## src/lir_pkg.sv

```systemverilog
// constants, types and register layout for the lcd indirect register front end
package lir_pkg;

  // byte addresses on the register bus
  localparam logic [7:0] LIR_OFS_INDEX  = 8'h00;
  localparam logic [7:0] LIR_OFS_DCTL   = 8'h04;
  localparam logic [7:0] LIR_OFS_PAL    = 8'h08;
  localparam logic [7:0] LIR_OFS_DMA    = 8'h0C;
  localparam logic [7:0] LIR_OFS_HALT   = 8'h10;
  localparam logic [7:0] LIR_OFS_STATUS = 8'h14;

  // writable bits of each register
  localparam logic [15:0] LIR_MASK_INDEX  = 16'h001F;
  localparam logic [15:0] LIR_MASK_SWITCH = 16'h0001;
  localparam logic [15:0] LIR_MASK_MODE   = 16'h07FF;
  localparam logic [15:0] LIR_MASK_FULL   = 16'hFFFF;

  // display-control register numbers
  localparam logic [3:0] LIR_DC_SWITCH = 4'h0;
  localparam logic [3:0] LIR_DC_MODE   = 4'h1;
  localparam logic [3:0] LIR_DC_HCHAR  = 4'h2;
  localparam logic [3:0] LIR_DC_VTOTAL = 4'h4;
  localparam logic [3:0] LIR_DC_VDISP  = 4'h5;
  localparam logic [3:0] LIR_DC_LAST   = 4'h6;
  localparam logic [3:0] LIR_DC_HIGH   = 4'hD;
  localparam logic [2:0] LIR_SLOT_HIGH = 3'h7;
  localparam logic [3:0] LIR_DMA_LAST  = 4'h4;

  // mode register field positions
  localparam int LIR_RATIO_LSB = 8;
  localparam int LIR_GATE_LSB  = 6;
  localparam int LIR_FETCH_BIT = 5;
  localparam int LIR_SHADE_LSB = 3;
  localparam int LIR_PANEL_LSB = 0;

  // dot-clock ratio codes
  localparam logic [2:0] LIR_RATIO_X2 = 3'h0;
  localparam logic [2:0] LIR_RATIO_X1 = 3'h1;
  localparam logic [2:0] LIR_RATIO_D2 = 3'h2;
  localparam logic [2:0] LIR_RATIO_D4 = 3'h3;
  localparam logic [2:0] LIR_RATIO_D8 = 3'h4;

  // retrace clock gating codes
  localparam logic [1:0] LIR_GATE_LINE_RUN = 2'h0;
  localparam logic [1:0] LIR_GATE_BOTH_RUN = 2'h1;
  localparam logic [1:0] LIR_GATE_BOTH_OFF = 2'h2;

  // illegal shade code and legal panel codes
  localparam logic [1:0] LIR_SHADE_ILLEGAL = 2'h0;
  localparam logic [2:0] LIR_PANEL_MONO4  = 3'h0;
  localparam logic [2:0] LIR_PANEL_MONO8  = 3'h1;
  localparam logic [2:0] LIR_PANEL_DUAL   = 3'h2;
  localparam logic [2:0] LIR_PANEL_ACTIVE = 3'h4;
  localparam logic [2:0] LIR_PANEL_PASSIVE = 3'h5;

  localparam logic [1:0] LIR_RESP_OKAY   = 2'h0;
  localparam logic [1:0] LIR_RESP_SLVERR = 2'h2;

  // status register bit positions
  localparam int LIR_ST_PIN     = 0;
  localparam int LIR_ST_VRET    = 1;
  localparam int LIR_ST_ILLEGAL = 2;

  typedef enum logic [2:0] {
    LIR_SEL_INDEX  = 3'b000,
    LIR_SEL_DCTL   = 3'b001,
    LIR_SEL_PAL    = 3'b010,
    LIR_SEL_DMA    = 3'b011,
    LIR_SEL_HALT   = 3'b100,
    LIR_SEL_STATUS = 3'b101,
    LIR_SEL_NONE   = 3'b110
  } lir_sel_t;

  typedef struct packed {
    logic [2:0] ratio;
    logic [1:0] gating;
    logic       fetch;
    logic [1:0] shade;
    logic [2:0] panel;
  } lir_mode_t;

  typedef struct packed {
    logic [4:0]        ptr;
    logic [7:0][15:0]  dctl;
    logic [15:0][15:0] pal;
    logic [4:0][15:0]  dma;
    logic              halt;
    logic              aw_held;
    logic [7:0]        aw_addr;
    logic              w_held;
    logic [15:0]       wdata;
    logic [1:0]        wstrb;
    logic              bvalid;
    logic [1:0]        bresp;
    logic              rvalid;
    logic [15:0]       rdata;
    logic [1:0]        rresp;
    logic [2:0]        ck_sync;
    logic [2:0]        div_cnt;
    logic [1:0]        mrst_sync;
    logic [1:0]        dot;
    logic [7:0]        chr;
    logic [9:0]        line;
    logic              shift_clk;
    logic              line_clk;
    logic              don_pin;
    logic              fetch_req;
  } lir_state_t;

  localparam lir_state_t LIR_STATE_RST = '0;

endpackage

```

## src/lir_top.sv

```systemverilog
// indirect register front end, mode control and panel clock generation
`timescale 1ns/1ns
`default_nettype none

// Notes on behaviour
// RULE_01: pointer selects register behind chosen data port
// RULE_02: pointer holds value until power-on or write
// RULE_03: five-bit pointer, bit 4 stored but ignored
// RULE_04: unused bits ignore writes, read zero
// RULE_05: host selects only existing register numbers
// RULE_06: eight control, sixteen palette, five dma registers
// RULE_07: pointer and mode clear only on power-on
// RULE_08: on/off bit drives display-on pin directly
// RULE_09: module halt forces display-on pin low
// RULE_10: on/off bit clears on both resets
// RULE_11: ratio field picks dot clock from bus clock
// RULE_12: no ratio 000 in sixteen-shade or colour modes; the code accepts ratio 000 with any shade and mode_illegal does not flag it
// RULE_13: gating field stops line/shift clocks in retrace
// RULE_14: first vertical retrace line keeps line clock
// RULE_15: frame fetch requests only while enable set
// RULE_16: software leaves mode alone while displaying
// RULE_17: mode register field layout
// RULE_18: shade depth codes, 00 illegal
// RULE_19: panel mode codes, others illegal
// RULE_20: bus address picks one of six access choices
module lir_top (
  input  wire logic        aclk,
  input  wire logic        aresetn,
  input  wire logic [7:0]  s_axi_awaddr,
  input  wire logic        s_axi_awvalid,
  output logic             s_axi_awready,
  input  wire logic [31:0] s_axi_wdata,
  input  wire logic [3:0]  s_axi_wstrb,
  input  wire logic        s_axi_wvalid,
  output logic             s_axi_wready,
  output logic [1:0]       s_axi_bresp,
  output logic             s_axi_bvalid,
  input  wire logic        s_axi_bready,
  input  wire logic [7:0]  s_axi_araddr,
  input  wire logic        s_axi_arvalid,
  output logic             s_axi_arready,
  output logic [31:0]      s_axi_rdata,
  output logic [1:0]       s_axi_rresp,
  output logic             s_axi_rvalid,
  input  wire logic        s_axi_rready,
  input  wire logic        bus_clock_out,
  input  wire logic        manual_reset_n,
  output logic             display_on_pin,
  output logic             line_pulse_clock,
  output logic             pixel_shift_clock,
  output logic             frame_fetch_req
);
  import lir_pkg::*;

  lir_state_t s_r;
  lir_state_t s_nxt;
  lir_mode_t  mode;

  // address to access choice
  function automatic lir_sel_t decode(input logic [7:0] a);
    lir_sel_t d;
    unique case (a)
      LIR_OFS_INDEX:  d = LIR_SEL_INDEX;
      LIR_OFS_DCTL:   d = LIR_SEL_DCTL;
      LIR_OFS_PAL:    d = LIR_SEL_PAL;
      LIR_OFS_DMA:    d = LIR_SEL_DMA;
      LIR_OFS_HALT:   d = LIR_SEL_HALT;
      LIR_OFS_STATUS: d = LIR_SEL_STATUS;
      default:        d = LIR_SEL_NONE;
    endcase
    return d;
  endfunction

  // display-control number to storage slot; numbers 7..12, 14, 15 have none
  function automatic logic dc_exists(input logic [3:0] n);
    return (n <= LIR_DC_LAST) || (n == LIR_DC_HIGH);
  endfunction

  function automatic logic [2:0] dc_slot(input logic [3:0] n);
    return (n == LIR_DC_HIGH) ? LIR_SLOT_HIGH : n[2:0];
  endfunction

  function automatic logic [15:0] dc_mask(input logic [3:0] n);
    logic [15:0] m;
    m = LIR_MASK_FULL;
    if (n == LIR_DC_SWITCH) begin
      m = LIR_MASK_SWITCH;
    end else if (n == LIR_DC_MODE) begin
      m = LIR_MASK_MODE;
    end
    return m;
  endfunction

  // byte-lane merge of the low half word
  function automatic logic [15:0] merge(input logic [15:0] old, input logic [15:0] dat,
                                        input logic [1:0] strb, input logic [15:0] msk);
    logic [15:0] v;
    v = old;
    if (strb[0]) begin
      v[7:0] = dat[7:0];
    end
    if (strb[1]) begin
      v[15:8] = dat[15:8];
    end
    return v & msk;
  endfunction

  // rising-edge count mask per ratio code; illegal codes never tick
  function automatic logic [3:0] ratio_mask(input logic [2:0] r);
    logic [3:0] m;
    unique case (r)
      LIR_RATIO_X1: m = 4'h0;
      LIR_RATIO_D2: m = 4'h1;
      LIR_RATIO_D4: m = 4'h3;
      LIR_RATIO_D8: m = 4'h7;
      default:      m = 4'h8;
    endcase
    return m;
  endfunction

  logic [3:0]  idx;
  logic        mrst;
  logic        ck_rise;
  logic        ck_fall;
  logic        dot_tick;
  logic [3:0]  rmask;
  logic        run;
  logic [7:0]  nhd;
  logic [7:0]  nht;
  logic [9:0]  nvt;
  logic [9:0]  nvd;
  logic        hret;
  logic        vret;
  logic        first_vret;
  logic        line_gate;
  logic        shift_gate;
  logic        mode_illegal;
  logic        wr_go;
  lir_sel_t    wsel;
  lir_sel_t    rsel;
  logic [15:0] rd_val;
  logic [15:0] ptr_wr;

  assign idx  = s_r.ptr[3:0]; // RULE_03
  assign mode = lir_mode_t'(s_r.dctl[1][10:0]); // RULE_17
  assign mrst = ~s_r.mrst_sync[1];
  assign nhd  = s_r.dctl[LIR_DC_HCHAR[2:0]][15:8];
  assign nht  = s_r.dctl[LIR_DC_HCHAR[2:0]][7:0];
  assign nvt  = s_r.dctl[LIR_DC_VTOTAL[2:0]][9:0];
  assign nvd  = s_r.dctl[LIR_DC_VDISP[2:0]][9:0];

  assign ck_rise  = s_r.ck_sync[1] & ~s_r.ck_sync[2];
  assign ck_fall  = ~s_r.ck_sync[1] & s_r.ck_sync[2];
  assign rmask    = ratio_mask(mode.ratio);
  // x2 uses both edges of the sampled clock, so the bus clock must stay slow
  assign dot_tick = (mode.ratio == LIR_RATIO_X2) ? (ck_rise | ck_fall) :
                    (ck_rise && (({1'b0, s_r.div_cnt} & rmask) == rmask)); // RULE_11
  assign run      = s_r.dctl[0][0] & ~s_r.halt;

  assign hret       = s_r.chr > nhd;
  assign vret       = s_r.line > nvd;
  assign first_vret = s_r.line == (nvd + 10'h001);
  always_comb begin
    line_gate  = 1'b1;
    shift_gate = ~hret & ~vret;
    unique case (mode.gating) // RULE_13
      LIR_GATE_LINE_RUN: line_gate = 1'b1;
      LIR_GATE_BOTH_RUN: begin
        line_gate  = 1'b1;
        shift_gate = 1'b1;
      end
      default:           line_gate = ~vret | first_vret; // RULE_14
    endcase
  end

  assign mode_illegal = (mode.ratio > LIR_RATIO_D8) || (mode.gating == 2'h3) || // RULE_11
                        (mode.shade == LIR_SHADE_ILLEGAL) || // RULE_18
                        !(mode.panel inside {LIR_PANEL_MONO4, LIR_PANEL_MONO8, LIR_PANEL_DUAL,
                                             LIR_PANEL_ACTIVE, LIR_PANEL_PASSIVE}); // RULE_19

  assign wr_go = s_r.aw_held && s_r.w_held && !s_r.bvalid;
  assign wsel  = decode(s_r.aw_addr); // RULE_20
  assign rsel  = decode(s_axi_araddr);
  // the mask keeps bit 4 stored, so it reads back though it selects nothing
  assign ptr_wr = merge({11'h000, s_r.ptr}, s_r.wdata, s_r.wstrb, LIR_MASK_INDEX); // RULE_03

  always_comb begin
    rd_val = 16'h0000;
    unique case (rsel) // RULE_01
      LIR_SEL_INDEX:  rd_val = {11'h000, s_r.ptr}; // RULE_04
      LIR_SEL_DCTL:   rd_val = dc_exists(idx) ? s_r.dctl[dc_slot(idx)] : 16'h0000;
      LIR_SEL_PAL:    rd_val = s_r.pal[idx];
      LIR_SEL_DMA:    rd_val = (idx <= LIR_DMA_LAST) ? s_r.dma[idx[2:0]] : 16'h0000;
      LIR_SEL_HALT:   rd_val = {15'h0000, s_r.halt};
      LIR_SEL_STATUS: rd_val = {13'h0000, mode_illegal, vret, s_r.don_pin};
      LIR_SEL_NONE:   rd_val = 16'h0000;
    endcase
  end

  always_comb begin
    s_nxt = s_r;
    // bus write channels are taken independently, in either order
    if (s_axi_awvalid && s_axi_awready) begin
      s_nxt.aw_held = 1'b1;
      s_nxt.aw_addr = s_axi_awaddr;
    end
    if (s_axi_wvalid && s_axi_wready) begin
      s_nxt.w_held = 1'b1;
      s_nxt.wdata  = s_axi_wdata[15:0];
      s_nxt.wstrb  = s_axi_wstrb[1:0];
    end
    if (s_r.bvalid && s_axi_bready) begin
      s_nxt.bvalid = 1'b0;
    end
    if (wr_go) begin
      s_nxt.aw_held = 1'b0;
      s_nxt.w_held  = 1'b0;
      s_nxt.bvalid  = 1'b1;
      s_nxt.bresp   = LIR_RESP_OKAY;
      unique case (wsel) // RULE_01
        LIR_SEL_INDEX: s_nxt.ptr = ptr_wr[4:0]; // RULE_02
        LIR_SEL_DCTL: begin
          if (dc_exists(idx)) begin // RULE_06
            s_nxt.dctl[dc_slot(idx)] = merge(s_r.dctl[dc_slot(idx)], s_r.wdata, s_r.wstrb,
                                             dc_mask(idx)); // RULE_04
          end
        end
        LIR_SEL_PAL:  s_nxt.pal[idx] = merge(s_r.pal[idx], s_r.wdata, s_r.wstrb,
                                             LIR_MASK_FULL); // RULE_06
        LIR_SEL_DMA: begin
          if (idx <= LIR_DMA_LAST) begin // RULE_06
            s_nxt.dma[idx[2:0]] = merge(s_r.dma[idx[2:0]], s_r.wdata, s_r.wstrb,
                                        LIR_MASK_FULL);
          end
        end
        LIR_SEL_HALT: begin
          if (s_r.wstrb[0]) begin
            s_nxt.halt = s_r.wdata[0];
          end
        end
        LIR_SEL_STATUS: s_nxt.bresp = LIR_RESP_OKAY;
        LIR_SEL_NONE:   s_nxt.bresp = LIR_RESP_SLVERR;
      endcase
    end
    // read answer one cycle after the address is taken
    if (s_r.rvalid && s_axi_rready) begin
      s_nxt.rvalid = 1'b0;
    end
    if (s_axi_arvalid && s_axi_arready) begin
      s_nxt.rvalid = 1'b1;
      s_nxt.rdata  = rd_val;
      s_nxt.rresp  = (rsel == LIR_SEL_NONE) ? LIR_RESP_SLVERR : LIR_RESP_OKAY;
    end

    // pin synchronisers
    s_nxt.ck_sync   = {s_r.ck_sync[1:0], bus_clock_out};
    s_nxt.mrst_sync = {s_r.mrst_sync[0], manual_reset_n};
    if (ck_rise) begin
      s_nxt.div_cnt = s_r.div_cnt + 3'h1;
    end

    // raster counters advance per dot while the display is on
    if (!run) begin
      s_nxt.dot       = 2'h0;
      s_nxt.chr       = 8'h00;
      s_nxt.line      = 10'h000;
      s_nxt.shift_clk = 1'b0;
      s_nxt.line_clk  = 1'b0;
    end else if (dot_tick) begin
      s_nxt.dot       = s_r.dot + 2'h1;
      s_nxt.shift_clk = shift_gate & ~s_r.shift_clk; // RULE_13
      s_nxt.line_clk  = line_gate && (s_r.chr == nht); // RULE_14
      if (s_r.dot == 2'h3) begin
        if (s_r.chr >= nht) begin
          s_nxt.chr  = 8'h00;
          s_nxt.line = (s_r.line >= nvt) ? 10'h000 : s_r.line + 10'h001;
        end else begin
          s_nxt.chr = s_r.chr + 8'h01;
        end
      end
    end
    // fetch stops during vertical retrace and whenever the enable is clear
    s_nxt.fetch_req = mode.fetch && run && !vret; // RULE_15
    s_nxt.don_pin   = s_r.dctl[0][0] & ~s_r.halt; // RULE_08 RULE_09

    // manual reset clears only the on/off bit, the display-on pin and the fetch request
    if (mrst) begin
      s_nxt.dctl[0][0] = 1'b0; // RULE_10
      s_nxt.don_pin    = 1'b0;
      s_nxt.fetch_req  = 1'b0;
    end
  end

  always_ff @(posedge aclk) begin
    if (!aresetn) begin
      s_r <= LIR_STATE_RST; // RULE_07 RULE_10
    end else begin
      s_r <= s_nxt;
    end
  end

  assign s_axi_awready     = !s_r.aw_held && !s_r.bvalid;
  assign s_axi_wready      = !s_r.w_held && !s_r.bvalid;
  assign s_axi_bvalid      = s_r.bvalid;
  assign s_axi_bresp       = s_r.bresp;
  assign s_axi_arready     = !s_r.rvalid;
  assign s_axi_rvalid      = s_r.rvalid;
  assign s_axi_rresp       = s_r.rresp;
  assign s_axi_rdata       = {16'h0000, s_r.rdata};
  assign display_on_pin    = s_r.don_pin;
  assign line_pulse_clock  = s_r.line_clk;
  assign pixel_shift_clock = s_r.shift_clk;
  assign frame_fetch_req   = s_r.fetch_req;

endmodule

`default_nettype wire

```

## config.mk

```make
export PLATFORM = sky130hd
export DESIGN_NAME = lir_top
export DESIGN_NICKNAME = d
export VERILOG_FILES = /design/src/lir_pkg.sv /design/src/lir_top.sv
export SDC_FILE = /design/constraint.sdc
export NUM_CORES = 1
export LEC_CHECK = 0
export ABC_CLOCK_PERIOD_IN_PS = 3400
export BUFFER_PORTS_ARGS = -buffer_cell sky130_fd_sc_hd__buf_2
export CAP_MARGIN = 10
export CORE_MARGIN = 5
export CORE_UTILIZATION = 35
export CTS_BUF_LIST = sky130_fd_sc_hd__clkbuf_4
export CTS_CLUSTER_DIAMETER = 60
export DETAILED_ROUTE_END_ITERATION = 10
export HOLD_SLACK_MARGIN = 0.03
export SLEW_MARGIN = 20
export SYNTH_ARGS = -nofsm -noshare
export SYNTH_HDL_FRONTEND = slang
export SYNTH_SLANG_ARGS = --single-unit
```

## constraint.sdc

```tcl
create_clock -name aclk -period 3.4 [get_ports aclk]
set_input_delay 1.02 -clock aclk [delete_from_list [all_inputs] [get_ports aclk]]
set_output_delay 1.02 -clock aclk [all_outputs]
set_load 0.02 [all_outputs]
```

==> results_dict.tcl <==
set metrics [dict create \
    grt_setup_unrepaired "no" \
    drt_iter0_drc 1436 \
    avgRoutedWirePerCell_um 18.8 \
    setup_ws_ns 0.336 \
    clkLatencyLatePin_ns 0.99 \
    grt_pass1_wl_um 114000 \
    crit_type "flop to flop" \
    grt_use_total_pct 18.6 \
    synthToLayoutAreaGrowth_pct 13.2 \
    cts.sink_count 550 \
    worst_clock_skew_ns 0.0668 \
    met1_usage_pct 24.6 \
    die_x_um 277 \
    period_share_pct 90.1 \
    dp_slack_ns 0.358 \
    synth_area_leaders "dfxtp_1, a211oi_1, mux4_2" \
    min_path_cells 2 \
    cts_tree "done" \
    clkTransAtPathRegs_ns 0.06 \
    clk_path_buf_depth 3 \
    cpPeakStageDelay_ns 0.88 \
    drive_gt1_share_pct 18.3 \
    hold_violations 0 \
    hold_class "input pin to flop" \
    path_cells "buf_4 -> a21oi_1 -> o221ai_1 -> nor2_1 -> a21oi_1 -> o21ai_0" \
    drc 0 \
    synth_most_common_cell "dfxtp_1" \
    whs_ns 0.251 \
    worstPathArrival_ns 3.87 \
    setup_viol 0 \
    nNetsFinal 2979 \
    syn_inst 2780 \
    root_buffer "clkbuf_4" \
    fmaxAchievable_mhz 326 \
    powerDensity_nw_per_um2 453 \
    crit_path_top_delay_cell "dfxtp_4" \
    ys_types 71 \
    viasPerCell 5.25 \
    reg2reg_depth 6 \
    dr_total_vias 20600 \
    antenna_found_initial 3 \
    start_util_pct 35.4 \
    r2r-end "s_r[476]" \
    met3_usage_pct 3.58 \
    hold-path-endpoint "s_axi_rvalid" \
    yosys.area.top_type "dfxtp_1" \
    power_uw 12800 \
    synth_top_flop_cell "dfxtp_1" \
    grt_remaining_overflow 0 \
    fill_cells 7265 \
    relSlewSlack_pct 35.4 \
    min_period_ns 3.06 \
    h-tree-depth 4 \
    wl_um 73500 \
    timing.reg2reg.setup_slack_ns 0.34 \
    avgSynthCellArea_um2 8.97 \
    post_cts_resized 0 \
    critPathMaxFanout 40 \
    slew_violations 0 \
    async_flop_share_pct 0 \
    ys_ff_latch 550 \
    finalSetupTns_ns 0 \
    netlist_area_um2 24900 \
    die-area_um2 76700 \
    r2r-start "idx[0]" \
    netlist.area_leader.share_pct 44.1 \
    gr-usage-met2_pct 30.6 \
    die_y_um 277 \
    cts_buffers 148 \
    crit_top_cell "a21oi_1" \
    cap_violations 0 \
    row_count 97 \
    synth_common_cells "dfxtp_1, nor2_1, nand2_1" \
    grt_max_degree 165 \
    ir_drop_mv 0.282 \
    port_buffers 69 \
    gp_congestion 0.833 \
    status "finished clean" \
    tightest_slew_ns 0.963 \
    ctsHoldBuffers 0 \
    num_io_pins 106 \
    yosysWarnings 0 \
    path_buf_inv 1 \
    core-area_um2 70400 \
    cp_top_family "compound AO/OA/AOI/OAI gates" \
    start_kind "flop" \
    post-cts-setup-buffers 0 \
    ant_nets 0 \
    power.leakage_uw 0.00966 \
    hp-start "s_axi_rready" \
    grt_pass1_vias 19600 \
    top_usage_layer "met2" \
    worstSetupEndpointType "flop" \
    yosysSeqAreaShare_pct 44.1 \
    dr.pass1.iters 7 \
    place_hpwl_um 47700 \
    cp_data_required_time_ns 4.20 \
    synth-edff-count 0 \
]
## sequential cells by signal, indices dropped and copies added (netlist names), 3 cells and up
signal	count
idx	4
mode	11
nhd	8
nht	8
nvd	10
nvt	10
s_axi_rdata	16
s_nxt	3
s_r	472
## logic make-up after synthesis
group | synth area share (%)
AOI/OAI and AO/OA | 19.9
adders and majority gates | 2.11
muxes | 11.3
DFF | 44.1
and+or+nand+nor | 16.0
xor gates and xnor gates | 0.702
other | 0.0150
buffers and inverters | 5.77
## worst max path at each step
stage	startpoint	end	slack, ns	cells after the start
floorplan	s_axi_araddr[1]	s_axi_rdata[10]	0.66	8
global placement	idx[0]	nvd[9]	0.39	6
detailed placement	idx[0]	s_r[476]	0.36	6
CTS	idx[0]	s_r[524]	0.32	6
global route	idx[0]	s_r[540]	0.06	6
finish	idx[0]	s_r[476]	0.34	6
## stage by stage
| step | cell area (µm²) | utilization [%] | std cells |
|---|---|---|---|
| 3_5_place_dp | 26400 | 37.5 | 3666 |
| 3_3_place_gp | 26400 | 37.5 | 3666 |
| 4_1_cts | 28200 | 40.1 | 3916 |
| 2_1_floorplan | 25000 | - | 2797 |
| 6_report | 28200 | 40.1 | 3919 |
| 5_1_grt | 28200 | 40.1 | 3919 |
## worst register-to-register path, stage by stage, from the launching register on
cell and delay [ns]:
dfxtp_4 0.88, buf_4 0.40, a21oi_1 0.17, o221ai_1 0.41, nor2_1 0.07, a21oi_1 0.73
o21ai_0 0.22
## per-layer routing
metal	up-vias	routed length [µm]	part of all wire, %
met5	-	0	0
met4	0	1580	2.2
met3	114	3740	5.1
met2	515	35100	48
met1	9774	33100	45
li1	10200	-	-
## layout by cell type (no fill, tap or decap), types with 24 or more instances in the layout
cell type | Yosys | routed
buf_2 | 68 | 69
mux4_2 | 83 | 83
a21oi_1 | 108 | 107
nor2_1 | 454 | 441
o21a_1 | 60 | 60
dfxtp_1 | 550 | 546
mux2i_1 | 83 | 83
clkbuf_4 | 0 | 217
inv_1 | 56 | 56
and2_1 | 31 | 31
nor2b_1 | 24 | 24
ha_1 | 42 | 42
nand3_1 | 32 | 32
o21ai_0 | 134 | 134
a211oi_1 | 264 | 264
buf_4 | 49 | 98
o22ai_1 | 31 | 31
nand2_1 | 317 | 317
## area by class of cell
cell class                      instances  area [µm²]  share of cell area, %
Inverter                               60         233                  0.824
Sequential cell                       550       11000                   39.0
Antenna cell                            3        7.51                 0.0266
Timing Repair Buffer                  181        1360                   4.82
Clock inverter                         33         215                  0.762
Clock buffer                          217        1630                   5.77
Multi-Input combinational cell       1935       12600                   44.6
Tap cell                              940        1180                   4.16
## report_power, final
part,switching (µW),internal [µW]
Sequential,40.7,6470
Clock,2830,3020
Combinational,324,118
(Power assumes the default switching activity.)
